==> config.mk <==
export PLATFORM = sky130hd
export DESIGN_NAME = nfh_host
export DESIGN_NICKNAME = d
export VERILOG_FILES = /design/src/hdl/nfh_pkg.sv /design/src/hdl/nfh_cyc_if.sv /design/src/hdl/nfh_host.sv /design/src/hdl/nfh_cycle.sv
export SDC_FILE = /design/constraint.sdc
export NUM_CORES = 1
export LEC_CHECK = 0
export BUFFER_PORTS_ARGS = -buffer_cell sky130_fd_sc_hd__buf_4
export CORE_MARGIN = 5
export CORE_UTILIZATION = 30
export DETAILED_ROUTE_END_ITERATION = 16
export GPL_TIMING_DRIVEN = 0
export REMOVE_ABC_BUFFERS = 1
export SYNTH_ARGS = -nofsm -noshare
export SYNTH_HDL_FRONTEND = slang
export SYNTH_SLANG_ARGS = --single-unit
==> constraint.sdc <==
create_clock -name clk -period 5.8 [get_ports clk]
set_input_delay 0.29 -clock clk [delete_from_list [all_inputs] [get_ports clk]]
set_output_delay 0.29 -clock clk [all_outputs]
set_load 0.05 [all_outputs]
==> src/hdl/nfh_pkg.sv <==
// Constants and types for the NAND host port controller
package nfh_pkg;
  // Clock rate and pin timing in ns
  localparam int CLK_MHZ  = 125;
  localparam int T_WP_NS  = 25;   // Write strobe low, least
  localparam int T_RP_NS  = 35;   // Read strobe low, covers access delay
  localparam int T_HI_NS  = 30;   // Strobe high gap, least
  localparam int T_WB_NS  = 200;  // Strobe high to busy, longest
  // Cycle counts, rounded up
  localparam logic [7:0] WP_CYC = 8'((T_WP_NS * CLK_MHZ + 999) / 1000);
  localparam logic [7:0] RP_CYC = 8'((T_RP_NS * CLK_MHZ + 999) / 1000);
  localparam logic [7:0] HI_CYC = 8'((T_HI_NS * CLK_MHZ + 999) / 1000);
  localparam logic [7:0] WB_CYC = 8'((T_WB_NS * CLK_MHZ + 999) / 1000);

  // Page geometry
  localparam logic [11:0] PAGE_BYTES = 12'd2112;
  localparam int COL_W = 12;
  localparam int ROW_W = 19;

  // Device opcodes
  localparam logic [7:0] CMD_READ1  = 8'h00;
  localparam logic [7:0] CMD_READ2  = 8'h30;
  localparam logic [7:0] CMD_OCOL1  = 8'h05;
  localparam logic [7:0] CMD_OCOL2  = 8'he0;
  localparam logic [7:0] CMD_PROG1  = 8'h80;
  localparam logic [7:0] CMD_PROG2  = 8'h10;
  localparam logic [7:0] CMD_ICOL   = 8'h85;
  localparam logic [7:0] CMD_ERASE1 = 8'h60;
  localparam logic [7:0] CMD_ERASE2 = 8'hd0;
  localparam logic [7:0] CMD_IDENT  = 8'h90;
  localparam logic [7:0] CMD_STATUS = 8'h70;
  localparam logic [7:0] CMD_RESET  = 8'hff;
  localparam logic [7:0] IDENT_ADDR = 8'h00;

  // Status byte fields
  localparam int ST_FAIL_BIT  = 0;
  localparam int ST_READY_BIT = 6;
  localparam int ST_UNPROT_BIT = 7;

  // Bus cycle kinds
  typedef enum logic [1:0] {
    K_CMD  = 2'b00,
    K_ADDR = 2'b01,
    K_DIN  = 2'b11,
    K_DOUT = 2'b10
  } nfh_kind_t;

  // Operations ordered through the control register
  localparam logic [3:0] OP_READ    = 4'h0;
  localparam logic [3:0] OP_OUTCOL  = 4'h1;
  localparam logic [3:0] OP_PROG    = 4'h2;
  localparam logic [3:0] OP_INCOL   = 4'h3;
  localparam logic [3:0] OP_CONFIRM = 4'h4;
  localparam logic [3:0] OP_ERASE   = 4'h5;
  localparam logic [3:0] OP_IDENT   = 4'h6;
  localparam logic [3:0] OP_STATUS  = 4'h7;
  localparam logic [3:0] OP_RESET   = 4'h8;
  localparam logic [3:0] OP_WRBYTE  = 4'h9;
  localparam logic [3:0] OP_RDBYTE  = 4'ha;

  // Register offsets and fields
  localparam logic [7:0] REG_CTRL   = 8'h00;
  localparam logic [7:0] REG_COL    = 8'h04;
  localparam logic [7:0] REG_ROW    = 8'h08;
  localparam logic [7:0] REG_STATUS = 8'h0c;
  localparam logic [7:0] REG_CFG    = 8'h10;
  localparam int CTRL_OP_LSB   = 0;
  localparam int CTRL_BYTE_LSB = 8;
  localparam int CFG_GUARD_BIT   = 0;
  localparam int CFG_STANDBY_BIT = 1;
  localparam logic [1:0] CFG_RESET  = 2'h0;
  localparam logic [1:0] RESP_OKAY  = 2'b00;
  localparam logic [1:0] RESP_SLVERR = 2'b10;
endpackage

==> src/hdl/nfh_cyc_if.sv <==
// Request and answer carrier between sequencer and pin cycle engine
`timescale 1ns/1ns
`default_nettype none
interface nfh_cyc_if;
  import nfh_pkg::*;
  logic      start;  // One-cycle request
  nfh_kind_t kind;   // Cycle kind
  logic [7:0] wbyte; // Byte to drive
  logic      done;   // One-cycle completion
  logic [7:0] rbyte; // Byte sampled on output cycles
  modport seq (output start, kind, wbyte, input done, rbyte);
  modport eng (input start, kind, wbyte, output done, rbyte);
endinterface
`default_nettype wire

==> src/hdl/nfh_host.sv <==
// NAND host controller: register slave, command sequencer, pin engine
// Operation
// - Command byte latched on write rise, cmd latch
// - Address byte latched on write rise, addr latch
// - Column: two cycles, low first, top zero
// - Row: three cycles, low first, top zero
// - Cycle type from latch strobes
// - Strobes high while array read busy
// - Opcodes 00/30, 60/D0, 90
// - Output column change: 05, column, E0
// - Program 80, address, data, 10; 85
// - Opcode 70 then reads return status
// - At most 2112 data bytes per page
// - After 85, two cycles give new column
//
// Implementation choices: the register addresses and the AXI4-Lite slave port.
`timescale 1ns/1ns
`default_nettype none
module nfh_host (
  input  wire logic        clk,              // 125 MHz clock
  input  wire logic        rst_n,            // Async reset, low
  input  wire logic [7:0]  s_axi_awaddr,     // Write address
  input  wire logic        s_axi_awvalid,    // Write address valid
  output var logic         s_axi_awready,    // Write address ready
  input  wire logic [31:0] s_axi_wdata,      // Write data
  input  wire logic [3:0]  s_axi_wstrb,      // Byte enables
  input  wire logic        s_axi_wvalid,     // Write data valid
  output var logic         s_axi_wready,     // Write data ready
  output var logic [1:0]   s_axi_bresp,      // Write response
  output var logic         s_axi_bvalid,     // Write response valid
  input  wire logic        s_axi_bready,     // Write response ready
  input  wire logic [7:0]  s_axi_araddr,     // Read address
  input  wire logic        s_axi_arvalid,    // Read address valid
  output var logic         s_axi_arready,    // Read address ready
  output var logic [31:0]  s_axi_rdata,      // Read data
  output var logic [1:0]   s_axi_rresp,      // Read response
  output var logic         s_axi_rvalid,     // Read data valid
  input  wire logic        s_axi_rready,     // Read data ready
  output var logic         cmd_latch,        // Command latch strobe
  output var logic         addr_latch,       // Address latch strobe
  output var logic         select_n,         // Device select, low
  output var logic         write_strobe_n,   // Write strobe, low
  output var logic         read_strobe_low,  // Read strobe, low
  output var logic         guard_n,          // Program guard, low
  output var logic [7:0]   shared_byte_bus_o,  // Bus drive value
  output var logic         shared_byte_bus_oe, // Bus drive enable
  input  wire logic [7:0]  shared_byte_bus_i,  // Bus level
  input  wire logic        ready_busy_line   // High when ready
);
  import nfh_pkg::*;

  typedef enum logic [2:0] {
    S_IDLE = 3'b000,
    S_STEP = 3'b001,
    S_WAIT = 3'b011,
    S_WB   = 3'b010,
    S_RDY  = 3'b110
  } nfh_st_t;

  nfh_cyc_if cyc ();

  // Bus slave state
  logic [7:0]  aw_addr_r;
  logic [31:0] wd_r;
  logic [3:0]  ws_r;
  logic        aw_full_r;
  logic        w_full_r;
  // Registers of the controller
  logic [COL_W-1:0] col_r;
  logic [ROW_W-1:0] row_r;
  logic [1:0]  cfg_r;
  logic        refused_r;
  logic [11:0] din_cnt_r;
  logic [7:0]  rbyte_r;
  // Sequencer
  nfh_st_t     st_r;
  logic [3:0]  op_r;
  logic [2:0]  k_r;
  logic [7:0]  wb_cnt_r;
  logic        start_r;
  nfh_kind_t   kind_r;
  logic [7:0]  wbyte_r;
  // Write decode
  wire wr_en   = aw_full_r && w_full_r && !s_axi_bvalid;
  wire wr_ctrl = wr_en && (aw_addr_r == REG_CTRL);
  wire wr_col  = wr_en && (aw_addr_r == REG_COL);
  wire wr_row  = wr_en && (aw_addr_r == REG_ROW);
  wire wr_cfg  = wr_en && (aw_addr_r == REG_CFG);
  wire wr_hit  = (aw_addr_r == REG_CTRL) || (aw_addr_r == REG_COL) ||
                 (aw_addr_r == REG_ROW) || (aw_addr_r == REG_CFG) ||
                 (aw_addr_r == REG_STATUS);
  wire [3:0] go_op   = wd_r[CTRL_OP_LSB +: 4];
  wire [7:0] go_byte = wd_r[CTRL_BYTE_LSB +: 8];
  wire go        = wr_ctrl && ws_r[0];
  wire idle      = (st_r == S_IDLE);
  wire guard_op  = (go_op == OP_PROG) || (go_op == OP_CONFIRM) ||
                   (go_op == OP_ERASE) || (go_op == OP_WRBYTE) ||
                   (go_op == OP_INCOL);
  wire page_full = (go_op == OP_WRBYTE) && (din_cnt_r == PAGE_BYTES);
  wire blocked   = (guard_op && !cfg_r[CFG_GUARD_BIT]) ||
                   page_full ||
                   (go_op > OP_RDBYTE);
  wire accept    = go && idle && !blocked;
  wire refuse    = go && !accept;

  // Read decode
  wire ar_hs   = s_axi_arvalid && s_axi_arready;
  wire rd_stat = ar_hs && (s_axi_araddr == REG_STATUS);
  wire [31:0] status_w = {4'h0, din_cnt_r, rbyte_r,
                          2'b00, rbyte_r[ST_UNPROT_BIT],
                          rbyte_r[ST_READY_BIT],
                          rbyte_r[ST_FAIL_BIT],
                          refused_r, ready_busy_line, !idle};
  wire rd_hit = (s_axi_araddr == REG_CTRL) ||
                (s_axi_araddr == REG_COL) ||
                (s_axi_araddr == REG_ROW) ||
                (s_axi_araddr == REG_STATUS) ||
                (s_axi_araddr == REG_CFG);
  wire [31:0] rd_mux =
    (s_axi_araddr == REG_CTRL)   ? {20'h0, op_r, 8'h00} :
    (s_axi_araddr == REG_COL)    ? {20'h0, col_r} :
    (s_axi_araddr == REG_ROW)    ? {13'h0, row_r} :
    (s_axi_araddr == REG_STATUS) ? status_w :
    (s_axi_araddr == REG_CFG)    ? {30'h0, cfg_r} : 32'h0;

  // Address bytes: column low first, upper bits zero
  logic [7:0] abyte [5];
  assign abyte[0] = col_r[7:0];
  assign abyte[1] = {4'h0, col_r[11:8]};
  assign abyte[2] = row_r[7:0];
  assign abyte[3] = row_r[15:8];
  assign abyte[4] = {5'h00, row_r[18:16]};

  // Step table per operation
  nfh_kind_t  sk;
  logic [7:0] sb;
  logic [2:0] last_k;
  logic       needs_wait;
  always_comb begin
    sk = K_CMD;
    sb = 8'h00;
    last_k = 3'd0;
    needs_wait = 1'b0;
    case (op_r)
      OP_READ: begin
        last_k = 3'd6;
        needs_wait = 1'b1;
        sk = (k_r == 3'd0 || k_r == 3'd6) ? K_CMD : K_ADDR;
        sb = (k_r == 3'd0) ? CMD_READ1 :
             (k_r == 3'd6) ? CMD_READ2 : abyte[k_r - 3'd1];
      end
      OP_OUTCOL: begin
        last_k = 3'd3;
        sk = (k_r == 3'd0 || k_r == 3'd3) ? K_CMD : K_ADDR;
        sb = (k_r == 3'd0) ? CMD_OCOL1 :
             (k_r == 3'd3) ? CMD_OCOL2 : abyte[k_r - 3'd1];
      end
      OP_PROG: begin
        last_k = 3'd5;
        sk = (k_r == 3'd0) ? K_CMD : K_ADDR;
        sb = (k_r == 3'd0) ? CMD_PROG1 : abyte[k_r - 3'd1];
      end
      OP_INCOL: begin
        last_k = 3'd2;
        sk = (k_r == 3'd0) ? K_CMD : K_ADDR;
        sb = (k_r == 3'd0) ? CMD_ICOL : abyte[k_r - 3'd1];
      end
      OP_CONFIRM: begin
        needs_wait = 1'b1;
        sb = CMD_PROG2;
      end
      OP_ERASE: begin
        last_k = 3'd4;
        needs_wait = 1'b1;
        sk = (k_r == 3'd0 || k_r == 3'd4) ? K_CMD : K_ADDR;
        sb = (k_r == 3'd0) ? CMD_ERASE1 :
             (k_r == 3'd4) ? CMD_ERASE2 : abyte[k_r + 3'd1];
      end
      OP_IDENT: begin
        last_k = 3'd1;
        sk = (k_r == 3'd0) ? K_CMD : K_ADDR;
        sb = (k_r == 3'd0) ? CMD_IDENT : IDENT_ADDR;
      end
      OP_STATUS: sb = CMD_STATUS;
      OP_RESET: begin
        needs_wait = 1'b1;
        sb = CMD_RESET;
      end
      OP_WRBYTE: begin
        sk = K_DIN;
        sb = wbyte_r;
      end
      OP_RDBYTE: sk = K_DOUT;
      default: sk = K_CMD;
    endcase
  end

  // Write address and data channels, either order
  always_ff @(posedge clk or negedge rst_n) begin
    if (!rst_n) begin
      aw_full_r <= 1'b0;
      w_full_r <= 1'b0;
      aw_addr_r <= 8'h00;
      wd_r <= 32'h0;
      ws_r <= 4'h0;
      s_axi_awready <= 1'b1;
      s_axi_wready <= 1'b1;
      s_axi_bvalid <= 1'b0;
      s_axi_bresp <= RESP_OKAY;
    end else begin
      if (s_axi_awvalid && s_axi_awready) begin
        aw_addr_r <= s_axi_awaddr;
        aw_full_r <= 1'b1;
        s_axi_awready <= 1'b0;
      end
      if (s_axi_wvalid && s_axi_wready) begin
        wd_r <= s_axi_wdata;
        ws_r <= s_axi_wstrb;
        w_full_r <= 1'b1;
        s_axi_wready <= 1'b0;
      end
      if (wr_en) begin
        aw_full_r <= 1'b0;
        w_full_r <= 1'b0;
        s_axi_bvalid <= 1'b1;
        s_axi_bresp <= wr_hit ? RESP_OKAY : RESP_SLVERR;
      end
      if (s_axi_bvalid && s_axi_bready) begin
        s_axi_bvalid <= 1'b0;
        s_axi_awready <= 1'b1;
        s_axi_wready <= 1'b1;
      end
    end
  end

  // Read channel
  always_ff @(posedge clk or negedge rst_n) begin
    if (!rst_n) begin
      s_axi_arready <= 1'b1;
      s_axi_rvalid <= 1'b0;
      s_axi_rdata <= 32'h0;
      s_axi_rresp <= RESP_OKAY;
    end else if (ar_hs) begin
      s_axi_arready <= 1'b0;
      s_axi_rvalid <= 1'b1;
      s_axi_rdata <= rd_mux;
      s_axi_rresp <= rd_hit ? RESP_OKAY : RESP_SLVERR;
    end else if (s_axi_rvalid && s_axi_rready) begin
      s_axi_rvalid <= 1'b0;
      s_axi_arready <= 1'b1;
    end
  end

  // Address and configuration registers, byte lanes honoured
  always_ff @(posedge clk or negedge rst_n) begin
    if (!rst_n) begin
      col_r <= '0;
      row_r <= '0;
      cfg_r <= CFG_RESET;
    end else begin
      if (wr_col && ws_r[0]) col_r[7:0] <= wd_r[7:0];
      if (wr_col && ws_r[1]) col_r[11:8] <= wd_r[11:8];
      if (wr_row && ws_r[0]) row_r[7:0] <= wd_r[7:0];
      if (wr_row && ws_r[1]) row_r[15:8] <= wd_r[15:8];
      if (wr_row && ws_r[2]) row_r[18:16] <= wd_r[18:16];
      if (wr_cfg && ws_r[0]) cfg_r <= wd_r[1:0];
    end
  end

  // Refused flag: set wins over clear on status read
  always_ff @(posedge clk or negedge rst_n) begin
    if (!rst_n) begin
      refused_r <= 1'b0;
    end else if (refuse) begin
      refused_r <= 1'b1;
    end else if (rd_stat) begin
      refused_r <= 1'b0;
    end
  end

  // Data bytes loaded into the current page
  always_ff @(posedge clk or negedge rst_n) begin
    if (!rst_n) begin
      din_cnt_r <= 12'h000;
    end else if (accept && go_op == OP_PROG) begin
      din_cnt_r <= 12'h000;
    end else if (accept && go_op == OP_WRBYTE) begin
      din_cnt_r <= din_cnt_r + 12'h001;
    end
  end

  // Operation sequencer
  always_ff @(posedge clk or negedge rst_n) begin
    if (!rst_n) begin
      st_r <= S_IDLE;
      op_r <= OP_STATUS;
      k_r <= 3'd0;
      wb_cnt_r <= 8'h00;
      start_r <= 1'b0;
      kind_r <= K_CMD;
      wbyte_r <= 8'h00;
      rbyte_r <= 8'h00;
    end else begin
      start_r <= 1'b0;
      case (st_r)
        S_IDLE: begin
          if (accept) begin
            op_r <= go_op;
            wbyte_r <= go_byte;
            k_r <= 3'd0;
            st_r <= S_STEP;
          end
        end
        S_STEP: begin
          start_r <= 1'b1;
          kind_r <= sk;
          wbyte_r <= sb;
          st_r <= S_WAIT;
        end
        S_WAIT: begin
          if (cyc.done) begin
            if (kind_r == K_DOUT) rbyte_r <= cyc.rbyte;
            if (k_r != last_k) begin
              k_r <= k_r + 3'd1;
              st_r <= S_STEP;
            end else if (needs_wait) begin
              wb_cnt_r <= WB_CYC;
              st_r <= S_WB;
            end else begin
              st_r <= S_IDLE;
            end
          end
        end
        S_WB: begin
          // Busy may take this long to appear
          if (wb_cnt_r == 8'h01) st_r <= S_RDY;
          else wb_cnt_r <= wb_cnt_r - 8'h01;
        end
        S_RDY: begin
          if (ready_busy_line) st_r <= S_IDLE;
        end
        default: st_r <= S_IDLE;
      endcase
    end
  end

  // Select held low except standby requested while idle and ready
  always_ff @(posedge clk or negedge rst_n) begin
    if (!rst_n) begin
      select_n <= 1'b0;
      guard_n <= 1'b0;
    end else begin
      select_n <= cfg_r[CFG_STANDBY_BIT] && idle && !accept &&
                  ready_busy_line;
      guard_n <= cfg_r[CFG_GUARD_BIT];
    end
  end

  assign cyc.start = start_r;
  assign cyc.kind  = kind_r;
  assign cyc.wbyte = wbyte_r;

  // Pin cycle engine
  nfh_cycle u_cycle (
    .clk               (clk),
    .rst_n             (rst_n),
    .cyc               (cyc.eng),
    .cmd_latch_r       (cmd_latch),
    .addr_latch_r      (addr_latch),
    .write_strobe_n_r  (write_strobe_n),
    .read_strobe_low_r (read_strobe_low),
    .bus_o_r           (shared_byte_bus_o),
    .bus_oe_r          (shared_byte_bus_oe),
    .bus_i             (shared_byte_bus_i)
  );
endmodule // nfh_host
`default_nettype wire

==> src/hdl/nfh_cycle.sv <==
// One strobed bus cycle on the NAND pins
`timescale 1ns/1ns
`default_nettype none
module nfh_cycle (
  input  wire logic  clk,            // 125 MHz clock
  input  wire logic  rst_n,          // Async reset
  nfh_cyc_if.eng     cyc,            // Cycle requests
  output var logic   cmd_latch_r,    // Command latch strobe
  output var logic   addr_latch_r,   // Address latch strobe
  output var logic   write_strobe_n_r, // Write strobe
  output var logic   read_strobe_low_r, // Read strobe, low active
  output var logic [7:0] bus_o_r,    // Bus drive value
  output var logic   bus_oe_r,       // Bus drive enable
  input  wire logic [7:0] bus_i      // Bus sampled value
);
  import nfh_pkg::*;

  typedef enum logic [1:0] {
    C_IDLE = 2'b00,
    C_LOW  = 2'b01,
    C_HIGH = 2'b11
  } nfh_cst_t;

  nfh_cst_t   st_r;
  logic [7:0] cnt_r;
  logic [7:0] rbyte_r;
  logic       done_r;
  wire        is_rd = (cyc.kind == K_DOUT);
  wire        cnt_zero = (cnt_r == 8'h01);

  assign cyc.done  = done_r;
  assign cyc.rbyte = rbyte_r;

  // Strobe sequencing: latches set, strobe low, strobe high, release
  always_ff @(posedge clk or negedge rst_n) begin
    if (!rst_n) begin
      st_r <= C_IDLE;
      cnt_r <= 8'h00;
      rbyte_r <= 8'h00;
      done_r <= 1'b0;
      cmd_latch_r <= 1'b0;
      addr_latch_r <= 1'b0;
      write_strobe_n_r <= 1'b1;
      read_strobe_low_r <= 1'b1;
      bus_o_r <= 8'h00;
      bus_oe_r <= 1'b0;
    end else begin
      done_r <= 1'b0;
      case (st_r)
        C_IDLE: begin
          if (cyc.start) begin
            cmd_latch_r <= (cyc.kind == K_CMD);
            addr_latch_r <= (cyc.kind == K_ADDR);
            bus_o_r <= cyc.wbyte;
            bus_oe_r <= !is_rd;
            write_strobe_n_r <= is_rd;
            read_strobe_low_r <= !is_rd;
            cnt_r <= is_rd ? RP_CYC : WP_CYC;
            st_r <= C_LOW;
          end
        end
        C_LOW: begin
          if (cnt_zero) begin
            // Rising write edge latches command, address or data
            write_strobe_n_r <= 1'b1;
            read_strobe_low_r <= 1'b1;
            if (is_rd) begin
              rbyte_r <= bus_i;
            end
            cnt_r <= HI_CYC;
            st_r <= C_HIGH;
          end else begin
            cnt_r <= cnt_r - 8'h01;
          end
        end
        C_HIGH: begin
          if (cnt_zero) begin
            cmd_latch_r <= 1'b0;
            addr_latch_r <= 1'b0;
            bus_oe_r <= 1'b0;
            done_r <= 1'b1;
            st_r <= C_IDLE;
          end else begin
            cnt_r <= cnt_r - 8'h01;
          end
        end
        default: st_r <= C_IDLE;
      endcase
    end
  end
endmodule // nfh_cycle
`default_nettype wire

# After elaboration in Yosys (flattened, before gate mapping)
# Index checks and enable logic that the tools add are counted.
dict set report totals {
  ff_bits 190
  latchBits 0
  ramBits 0
  romBits 0
  inputBits 68
  out_inout_bits 56
  word_cells 278
  memories 0
}
dict set report op_classes {
  n_addsub 5
  n_mul 0
  n_div 0
  order_cmp 3
  eq_ne 51
  shift 0
  mux 89
  n_bitwise 2
  n_reduce_logical 87
}
# operator count
set op_table {}
lappend op_table {{$mux 8} 21}
lappend op_table {{$mux 28} 4}
lappend op_table {{$pmux 8 s10} 1}
lappend op_table {{$bmux 8 s3} 2}
lappend op_table {{$eq 8x4->1 const B} 4}
lappend op_table {{$pmux 8 s2} 2}
lappend op_table {{$mux 1} 31}
lappend op_table {{$logic_and 1x1->1} 29}
lappend op_table {{$reduce_bool 2->1} 13}
lappend op_table {{$eq 4x3->1 const B} 6}
lappend op_table {{$mux 12} 2}
lappend op_table {{$pmux 8 s3} 1}
lappend op_table {{$mux 3} 7}
lappend op_table {{$reduce_and 3->1} 7}
lappend op_table {{$ne 2x2->1 const B} 9}
lappend op_table {{$pmux 3 s6} 1}
lappend op_table {{$logic_or 1x1->1} 17}
lappend op_table {{$eq 4x2->1 const B} 4}
lappend op_table {{$eq 4x4->1 const B} 4}
lappend op_table {{$eq 8x1->1 const B} 2}
lappend op_table {{$eq 8x3->1 const B} 2}
lappend op_table {{$eq 8x5->1 const B} 2}
lappend op_table {{$logic_not 8->1} 2}
lappend op_table {{$mux 2} 8}
lappend op_table {{31 further kinds} 56}

# Logic depth before layout (Yosys ltp)
# Gate-level depths: netlist (run 1).
dict set report depth {
  word_depth 13
  ltp_mapped 11
  depth_no_buf 9
}

# Modules after synthesis
# Synthesis (run 1) repeated with hierarchy kept, for this count alone.
dict set report unflattened {
  hier_cells 851
  hier_area_um2 9193.8
}
# mod instances cells_per_inst area_per_inst_um2 seq_area_each_um2
set by_module_without_submodules {}
lappend by_module_without_submodules {nfh_host 1 717 7764.9 3811.2}
lappend by_module_without_submodules {nfh_cycle 1 134 1428.9 803.3}

# Least setup slack after synthesis (run 1)
# Ideal clock, no wire load.
dict set report synth_timing {
  path_type {reg2reg}
  startpoint {register k_r[0]}
  endpoint {register wbyte_r[1], in the netlist cyc.wbyte[1]}
  setup_ns 0.119
  t_arrival_ns 2.687
  required_ns 5.681
  slack_ns 2.995
  stages_incl_launch_ff 12
  n_path_buf 3
  synth_period_minus_slack_ns 2.805
  path_cell_list {dfrtp_1 -> clkbuf_1 -> inv_1 -> clkbuf_1 -> ha_1 -> buf_1 -> mux2_2 -> a22oi_1 -> o22ai_1 -> a22oi_1 -> o211ai_1 -> o21a_1}
}
dict set report synth_via {
  elab_chain_cells 9
  elab_cells_between_ends 24
  classes_between {add/sub: 2; eq/ne: 3; mux: 16; bitwise: 2; reduce/logical: 1}
}
# element line_no
set synth_lines {}
lappend synth_lines {{from (decl)} nfh_host.sv:78} ;# logic [2:0] k_r;
lappend synth_lines {{from (signal assigned)} nfh_host.sv:324} ;# k_r <= k_r + 3'd1;
lappend synth_lines {{$add 3x1->3 / $sub 3x1->3 (equally long branches)} -}
lappend synth_lines {{$not 3->4 (on tied branches)} -}
lappend synth_lines {{$bmux 8 s3 (on tied branches)} -}
lappend synth_lines {{$mux 8 (on tied branches) (2 in a row)} -}
lappend synth_lines {{$mux 8 (on tied branches)} {nfh_host.sv:177, nfh_host.sv:150, nfh_host.sv:156}}
lappend synth_lines {{$mux 8 (on tied branches)} {nfh_host.sv:176, nfh_host.sv:149, nfh_host.sv:155}}
lappend synth_lines {{$pmux 8 s10 (*)} nfh_host.sv:144} ;# case (op_r)
lappend synth_lines {{$pmux 8 s2 (*)} nfh_host.sv:305} ;# case (st_r)
lappend synth_lines {{to (signal assigned)} nfh_host.sv:309} ;# wbyte_r <= go_byte;
lappend synth_lines {{to (decl)} nfh_host.sv:82} ;# logic [7:0] wbyte_r;
# Mark *: on every way between the ends. The rest lies on a longest branch, timed or not. The select of a mux whose other input is x is not followed.
# A chain may end at the register's enable or synchronous reset.

# Final worst setup path (run 1)
dict set report layout_timing {
  startpoint {register k_r[0]}
  endpoint {register wbyte_r[2], in the netlist cyc.wbyte[2]}
}
# Same word-level chain as after synthesis.

==> reports/metrics.cfg, run 1 <==
[global_route]
grt_antenna_before_repair = 0
grt_pass1_vias = 7062
grt_max_degree = 97
track_usage_pct = 14.5
overflow = 0
grt_pass1_wl_um = 39600

[placement]
place_ws_ns = 2.07
dp_hpwl_um = 18100
place_congestion = 0.865
io_buffers = 103
placed_cells = 1334

[critical_path]
cp-end-kind = register
cp_max_fo = 23
slowest_stage = ha_1
arrival_ns = 4.08
cp-start-kind = register
path_delay_family = adder cells
reg2reg_from = k_r[0]$_DFFE_PN0P_
r2r_slack_ns = 2.03
cp_num_buf_inv = 1
crit_type = register to register
path_cells = inv_1, ha_1, mux2_2, a22oi_1, o22ai_1, a32oi_1, a21oi_1, a311o_1
worst_r2r_path_depth = 8
crit_required_ns = 6.11
r2r_end = cyc.wbyte[2]$_DFFE_PN0P_
max_stage_delay_ns = 1.00

[logic_synthesis]
postSynthCellCount = 878
synthesis.area_um2 = 9290
synthTopCellsByArea = dfrtp_1, mux2_2, nand2_1, mux2i_1, o21ai_0
synth_edf_count = 0
ys.warnings.count = 0
synth.yosys.seq_area_share_pct = 49.7
yosysTopAreaCell = dfrtp_1
yosysUniqueCellTypes = 81
async_reset_ff_share_pct = 100
ys_ff_latch = 184
synth_area_per_cell_um2 = 10.6
synth_ff_type = dfrtp_1
synth_top_cell_area_share_pct = 47.4

[clocking]
cts_buffer_depth = 2
htree_num_levels = 4
root_buffer = clkbuf_16
cts_sinks = 184
insertion_delay_ns = 0.43
cts_resized = 0
tritoncts = yes
cts.clk_slew.worst_paths_ns = 0.07
cts_made_buffers = 17

[min_path]
hp-start = s_axi_wvalid
worst_hold_path.endpoint = s_axi_wready$_DFFE_PN1P_
hold_class = input pin to register
min_path_cells = 2

[sta]
relSlewSlack_pct = 34.9
setup_viol = 0
hold_violations = 0
final.setup.worst_slack_ns = 2.03
fmax_ghz = 0.265
min_period_over_period_pct = 65.1
finalSetupTns_ns = 0
rsz0062_at_grt = no
worstMarginPinSlew_ns = 0.975
fin_skew_ns = 0.0134
maxSlewViolCount = 0
finalCriticalPeriod_ns = 3.77

[die]
coreArea_um2 = 30600
die_w_um = 186
die_y_um = 186
placementRows = 64
dieArea_um2 = 34600
initial_core_util_pct = 30.4
pin_count = 124

[detailed_routing]
dr.pass1.iters = 5
drcViolationCount = 0
ant_nets = 0
wl_um = 24400
num_vias = 7025
wl_per_cell_um = 17.8
drt_iter0_drc = 411
via_per_inst = 5.13

[power_and_ir_drop]
power_density_nw_per_um2 = 382
leakage_nw = 4.80
ir_worst_vdd_mv = 0.152

[flow_run]
maxCapViolCount = 0

[finish]
syn_to_final_growth_pct = 18.1
fill_cells = 3125
final_common_cell = dfrtp_1
n_antenna_cell = 0
drive_gt1_share_pct = 26.5
final_util_pct = 35.9
multi_input_area_um2 = 4380
finalNetCount = 1039
regArea_um2 = 4610
layout_common_cells = dfrtp_1, buf_4, mux2_2
fin_cells = 1369

[status]
status = complete, no violations

through the flow:
step | hold WS (ns) | area, um^2 | total power, mW
finish | 0.0184 | 11000 | 4.20
global route | 0.0160 | 11000 | 4.46
CTS | 0.00690 | 11000 | 4.24
detailed placement | 0.335 | 10400 | 3.14
global placement | 0.463 | 10400 | 3.10
floorplan | -0.00559 | 9090 | 2.71
worst max-delay path by stage:
stage | from | to | depth (start not counted)
floorplan | k_r[0]$_DFFE_PN0P_ | cyc.wbyte[2]$_DFFE_PN0P_ | 8
global placement | k_r[0]$_DFFE_PN0P_ | cyc.wbyte[2]$_DFFE_PN0P_ | 8
detailed placement | k_r[0]$_DFFE_PN0P_ | cyc.wbyte[2]$_DFFE_PN0P_ | 8
CTS | k_r[0]$_DFFE_PN0P_ | cyc.wbyte[2]$_DFFE_PN0P_ | 8
global route | k_r[0]$_DFFE_PN0P_ | cyc.wbyte[2]$_DFFE_PN0P_ | 8
finish | k_r[0]$_DFFE_PN0P_ | cyc.wbyte[2]$_DFFE_PN0P_ | 8
state kept, by name, summed over array words and instances (netlist names), 2 cells and up:
register / count
s_axi_rdata: 28
row_r: 19
wd_r: 19
col_r: 12
din_cnt_r: 12
aw_addr_r: 8
cyc.wbyte: 8
rbyte_r: 8
u_cycle.bus_o_r: 8
u_cycle.cnt_r: 8
u_cycle.cyc.rbyte: 8
wb_cnt_r: 8
op_r: 4
k_r: 3
st_r: 3
ws_r: 3
cfg_r: 2
cyc.kind: 2
u_cycle.st_r: 2
repair_timing:
action                    4_1_cts  5_1_grt
hold buffers                    2        0
setup buffers                   0        0
hold endpoints to repair       83        0
report_power, final:
group / internal (mW) / switching [mW]
sequential: 1.59 / 0.324
combinational: 0.508 / 0.691
clock: 0.559 / 0.529
total: 2.65 / 1.54
layout make-up:
class	count	share of cell area, %
clock inverter	14	1.01
timing repair buffer	108	7.66
tap	396	4.52
inverter	26	0.889
clock buffer	18	3.91
sequential	184	42.1
multi-input combinational	623	40.0
routing by layer:
metal	global-route usage, %	part of all wire (%)
met3	2.42	3.9
met5	0	0
met4	4.81	2.0
met1	20.7	47
met2	22.4	47
Yosys cell counts, drive strengths merged, types with 3 or more instances:
library cell	count
a211o	3
a211oi	3
a21o	3
a21oi	44
a221oi	3
a22o	12
a22oi	17
a31oi	12
and2	5
and3	6
and3b	5
and4	3
buf	18
clkbuf	32
dfrtp	176
dfstp	8
ha	11
inv	26
mux2	99
mux2i	29
nand2	85
nand2b	10
nand3	15
nand3b	3
nor2	62
nor2b	11
nor3	17
nor3b	3
nor4	6
nor4b	3
o211ai	4
o21ai	60
o21bai	3
o22ai	12
o311ai	4
o31ai	18
or3	4
or4	4
xnor2	3
kinds of logic (layout without fill, tap and decap cells):
kind of cell	count (synthesis)	in the layout	share of synthesized area [%]
simple gates	250	250	13.7
compound gates	221	221	15.6
flops	184	184	49.7
mux	130	130	15.6
buf+inv	76	166	3.46
fa+ha+maj	11	11	1.48
xor+xnor	5	5	0.471
other cells	1	6	0.0404
No activity file was read; power rests on OpenSTA's default activity.
==> run 2, diff against run 1 <==
clock period = 3.8 ns   (was 5.8 ns; I/O delays follow)
==> reports/metrics.cfg, run 2 (same netlist as run 1, synthesis figures left out) <==
[finish]
fill_cells = 3109
drive_gt1_share_pct = 25.6
syn_to_final_growth_pct = 22.8
reg_top3 = s_axi_rdata (28), row_r (19), wd_r (19)
largest_reg_flops = 28
finalNetCount = 1082
regMostFlops = s_axi_rdata
layout_common_cells = dfrtp_1, buf_4, mux2_2
final_util_pct = 37.3
final_common_cell = dfrtp_1
n_antenna_cell = 0

[power_and_ir_drop]
leakage_nw = 4.98
internal_power_mw = 4.09
ir_worst_vdd_mv = 0.231
comb_power_share_pct = 29.1
power.total_mw = 6.45
p_clk_share_pct = 25.7
seqPwrFrac_pct = 45.2
power.switching_mw = 2.36
power_density_nw_per_um2 = 565
p_sw_share_pct = 36.6

[sta]
fin_skew_ns = 0.0107
finalCriticalPeriod_ns = 3.23
hold_violations = 0
fmax_ghz = 0.309
relSlewSlack_pct = 34.9
final.setup.worst_slack_ns = 0.567
maxSlewViolCount = 0
min_period_over_period_pct = 85.1
setup_viol = 0
finalSetupTns_ns = 0
worstMarginPinSlew_ns = 0.973
rsz0062_at_grt = no

[critical_path]
cp-start-kind = register
cp-end-kind = register
cp_max_fo = 23
crit_required_ns = 4.11
arrival_ns = 3.54
slowest_stage = ha_2
max_stage_delay_ns = 0.77
cp_num_buf_inv = 1
crit_type = register to register
path_cells = inv_1, ha_2, mux2_2, a22oi_1, o22ai_1, a32oi_1, a21oi_1, a311o_1
path_delay_family = compound AO/OA/AOI/OAI gates

[detailed_routing]
wl_um = 24500
num_vias = 7176
drt_iter0_drc = 471
via_per_inst = 5.08
wl_per_cell_um = 17.4
drcViolationCount = 0
ant_nets = 0
dr.pass1.iters = 5

[die]
dieArea_um2 = 34600
coreArea_um2 = 30600
initial_core_util_pct = 30.4
pin_count = 124
die_y_um = 186
placementRows = 64
die_w_um = 186

[clocking]
root_buffer = clkbuf_16
insertion_delay_ns = 0.43
cts_setup_buffers = 0
cts_buffer_depth = 2
tritoncts = yes
htree_num_levels = 4
cts_sinks = 184
cts_made_buffers = 17
cts.clk_slew.worst_paths_ns = 0.07

[placement]
dp_hpwl_um = 18100
place_congestion = 0.865
io_buffers = 103
place_ws_ns = 0.0710

[min_path]
hold_class = input pin to register

[status]
status = complete, no violations

[global_route]
grt_max_degree = 97
overflow = 0
grt_pass1_wl_um = 39800
track_usage_pct = 14.5
grt_antenna_before_repair = 0
grt_pass1_vias = 7139

[flow_run]
maxCapViolCount = 0

## run 2: cell types whose count changed in the layout (fill, tap and decap cells not counted), sizes merged
cell         before  now
dlygate4sd3       2   45
## run 2: per-layer routing
metal	track usage (%)	part of all wire (%)
met5	0	0
met4	4.81	1.9
met3	2.19	3.3
met2	22.6	47
met1	20.7	48
## run 2: power groups by stage
stage	registers [mW]	clock network, mW	logic, mW
after floorplan	3.06	0	1.07
after global placement	2.93	0	1.80
after detailed placement	2.95	0	1.84
after CTS	2.92	1.71	1.89
after global routing	2.98	1.80	2.07
final	2.91	1.66	1.87
## run 2: metrics by stage
stage | area [um^2] | hold slack [ns] | std cells
after floorplan | 9090 | -0.106 | 833
after global placement | 10400 | 0.363 | 1332
after CTS | 11400 | 0.00294 | 1411
after global routing | 11400 | 0.0209 | 1412
after detailed placement | 10400 | 0.235 | 1334
final | 11400 | 0.0180 | 1412
## run 2: worst paths after layout
path | startpoint | end | slack (ns) | cells after the start
min | s_axi_bready | s_axi_wready$_DFFE_PN1P_ | 0.02 | 3
min in group asynchronous | rst_n | w_full_r$_DFFE_PN0P_ | 0.33 | 2
min reg2reg | cfg_r[0]$_DFFE_PN0P_ | guard_n$_DFF_PN0_ | 0.47 | 0
max reg2reg | k_r[0]$_DFFE_PN0P_ | cyc.wbyte[2]$_DFFE_PN0P_ | 0.57 | 8
max | k_r[0]$_DFFE_PN0P_ | cyc.wbyte[2]$_DFFE_PN0P_ | 0.57 | 8
max in group asynchronous | rst_n | u_cycle.read_strobe_low_r$_DFFE_PN1P_ | 2.53 | 3
## run 2: repair_timing
| item | 4_1_cts | 5_1_grt |
|---|---|---|
| hold buffers | 45 | 0 |
| setup endpoints to repair | 0 | 4 |
| hold endpoints to repair | 124 | 0 |
| gates resized for setup | 0 | 2 |
## run 2: area by class of cell
class / instances / area (um^2) / share of cell area [%]
clock buffer: 18 / 429 / 3.76
clock inverter: 14 / 111 / 0.976
inverter: 26 / 97.6 / 0.856
multi-input combinational: 623 / 4390 / 38.5
sequential: 184 / 4620 / 40.5
tap: 396 / 495 / 4.34
timing repair buffer: 151 / 1270 / 11.1
## run 2: worst reg2reg max path: stages, from the launching register on
cell and delay (ns):
dfrtp_2 0.62, inv_1 0.38, ha_2 0.77, mux2_2 0.39, a22oi_1 0.17, o22ai_1 0.14
a32oi_1 0.27, a21oi_1 0.11, a311o_1 0.27
==> run 3, diff against run 2 <==
CORE_UTILIZATION = 58   (was 30)
PLACE_DENSITY = 0.8   (was unset)
==> reports/metrics.cfg, run 3 (same netlist as run 1, synthesis figures left out) <==
[sta]
fmax_ghz = 0.311
relSlewSlack_pct = 34.8
fin_skew_ns = 0.0122
rsz0062_at_grt = no
hold_violations = 0
min_period_over_period_pct = 84.7
worstMarginPinSlew_ns = 0.975
setup_viol = 0
holdWs_ns = 0.0160
maxSlewViolCount = 0
finalSetupTns_ns = 0
finalCriticalPeriod_ns = 3.22

[detailed_routing]
wl_per_cell_um = 19.3
dr.pass1.iters = 5
num_vias = 7500
via_per_inst = 6.09
wl_um = 23700
drt_iter0_drc = 772
ant_nets = 0
drcViolationCount = 0

[placement]
dp_hpwl_um = 16000
place_congestion = 0.901
io_buffers = 103

[min_path]
min_path_cells = 2
hold_class = input pin to register

[power_and_ir_drop]
leakage_nw = 5.00
ir_worst_vdd_mv = 0.464
power.total_mw = 6.64
power_density_nw_per_um2 = 590

[global_route]
grt_max_degree = 122
grt_pass1_vias = 7281
overflow = 0
grt_pass1_wl_um = 38500
grt_antenna_before_repair = 0
track_usage_pct = 26.5

[clocking]
cts_sinks = 184
tritoncts = yes
root_buffer = clkbuf_16
insertion_delay_ns = 0.44
cts_buffer_depth = 2
htree_num_levels = 4
cts_made_buffers = 17
cts.clk_slew.worst_paths_ns = 0.07
cts_setup_buffers = 0

[die]
pin_count = 124
die_w_um = 137
die_y_um = 137
coreArea_um2 = 15800
dieArea_um2 = 18700
initial_core_util_pct = 58.7
placementRows = 46

[critical_path]
cp_max_fo = 23
arrival_ns = 3.53
crit_required_ns = 4.11
worst_r2r_path_depth = 8
crit_type = register to register
cp-end-kind = register
cp-start-kind = register

[finish]
layout_common_cells = dfrtp_1, buf_4, mux2_2
regMostFlops = s_axi_rdata
largest_reg_flops = 28
n_antenna_cell = 0
final_common_cell = dfrtp_1
finalNetCount = 1081
syn_to_final_growth_pct = 21.0
reg_top3 = s_axi_rdata (28), row_r (19), wd_r (19)
drive_gt1_share_pct = 25.7

[flow_run]
maxCapViolCount = 0

[status]
status = complete, no violations

run 3: worst paths after layout:
kind                       slack [ns]                              end                       startpoint
max                              0.58         cyc.wbyte[2]$_DFFE_PN0P_               k_r[0]$_DFFE_PN0P_
min reg2reg                      0.48  u_cycle.cmd_latch_r$_DFFE_PN0P_  u_cycle.cmd_latch_r$_DFFE_PN0P_
max in group asynchronous        2.57               k_r[0]$_DFFE_PN0P_                            rst_n
max reg2reg                      0.58         cyc.wbyte[2]$_DFFE_PN0P_               k_r[0]$_DFFE_PN0P_
min                              0.02             wd_r[16]$_DFFE_PN0P_                  s_axi_wdata[16]
min in group asynchronous        0.27            aw_full_r$_DFFE_PN0P_                            rst_n
run 3: layout make-up:
| class | instances | area, um^2 |
|---|---|---|
| Clock buffer | 17 | 425 |
| Clock inverter | 15 | 179 |
| Fill cell | 1127 | 4580 |
| Inverter | 26 | 97.6 |
| Multi-Input combinational cell | 623 | 4390 |
| Sequential cell | 184 | 4620 |
| Tap cell | 216 | 270 |
| Timing Repair Buffer | 150 | 1270 |
run 3: layer usage:
metal | GRT usage [%] | part of all wire, % | up-vias
met5 | 0 | 0 | -
met4 | 11.0 | 2.8 | 0
met3 | 4.96 | 6.5 | 48
met2 | 42.0 | 48 | 284
met1 | 36.2 | 43 | 3700
li1 | - | - | 3468
run 3: critical path, cell delays in order, from the launching register on:
cell     delay (ns)
dfrtp_2        0.63
inv_1          0.38
ha_2           0.79
mux2_2         0.39
a22oi_1        0.17
o22ai_1        0.13
a32oi_1        0.23
a21oi_1        0.09
a311o_1        0.27
run 3: per-stage QoR:
stage          cell area, um^2  setup WS (ns)  std cells  util [%]
6_report                 11200          0.581       1231      71.1
3_5_place_dp             10200          0.143       1154      64.3
3_3_place_gp             10100          0.110       1152      64.0
4_1_cts                  11200         0.0632       1230      70.9
5_1_grt                  11200          0.379       1231      71.1
2_1_floorplan             9090          0.717        833         -
run 3: power breakdown:
part | switching, mW | internal [mW]
clock network | 0.818 | 0.999
logic | 1.08 | 0.810
registers | 0.503 | 2.42
total | 2.40 | 4.23
run 3: repair_timing:
item	in CTS	in global routing
endpoints found under the hold margin	100	1
endpoints found under the setup margin	0	7
hold buffers	44	1
resized for setup	0	2
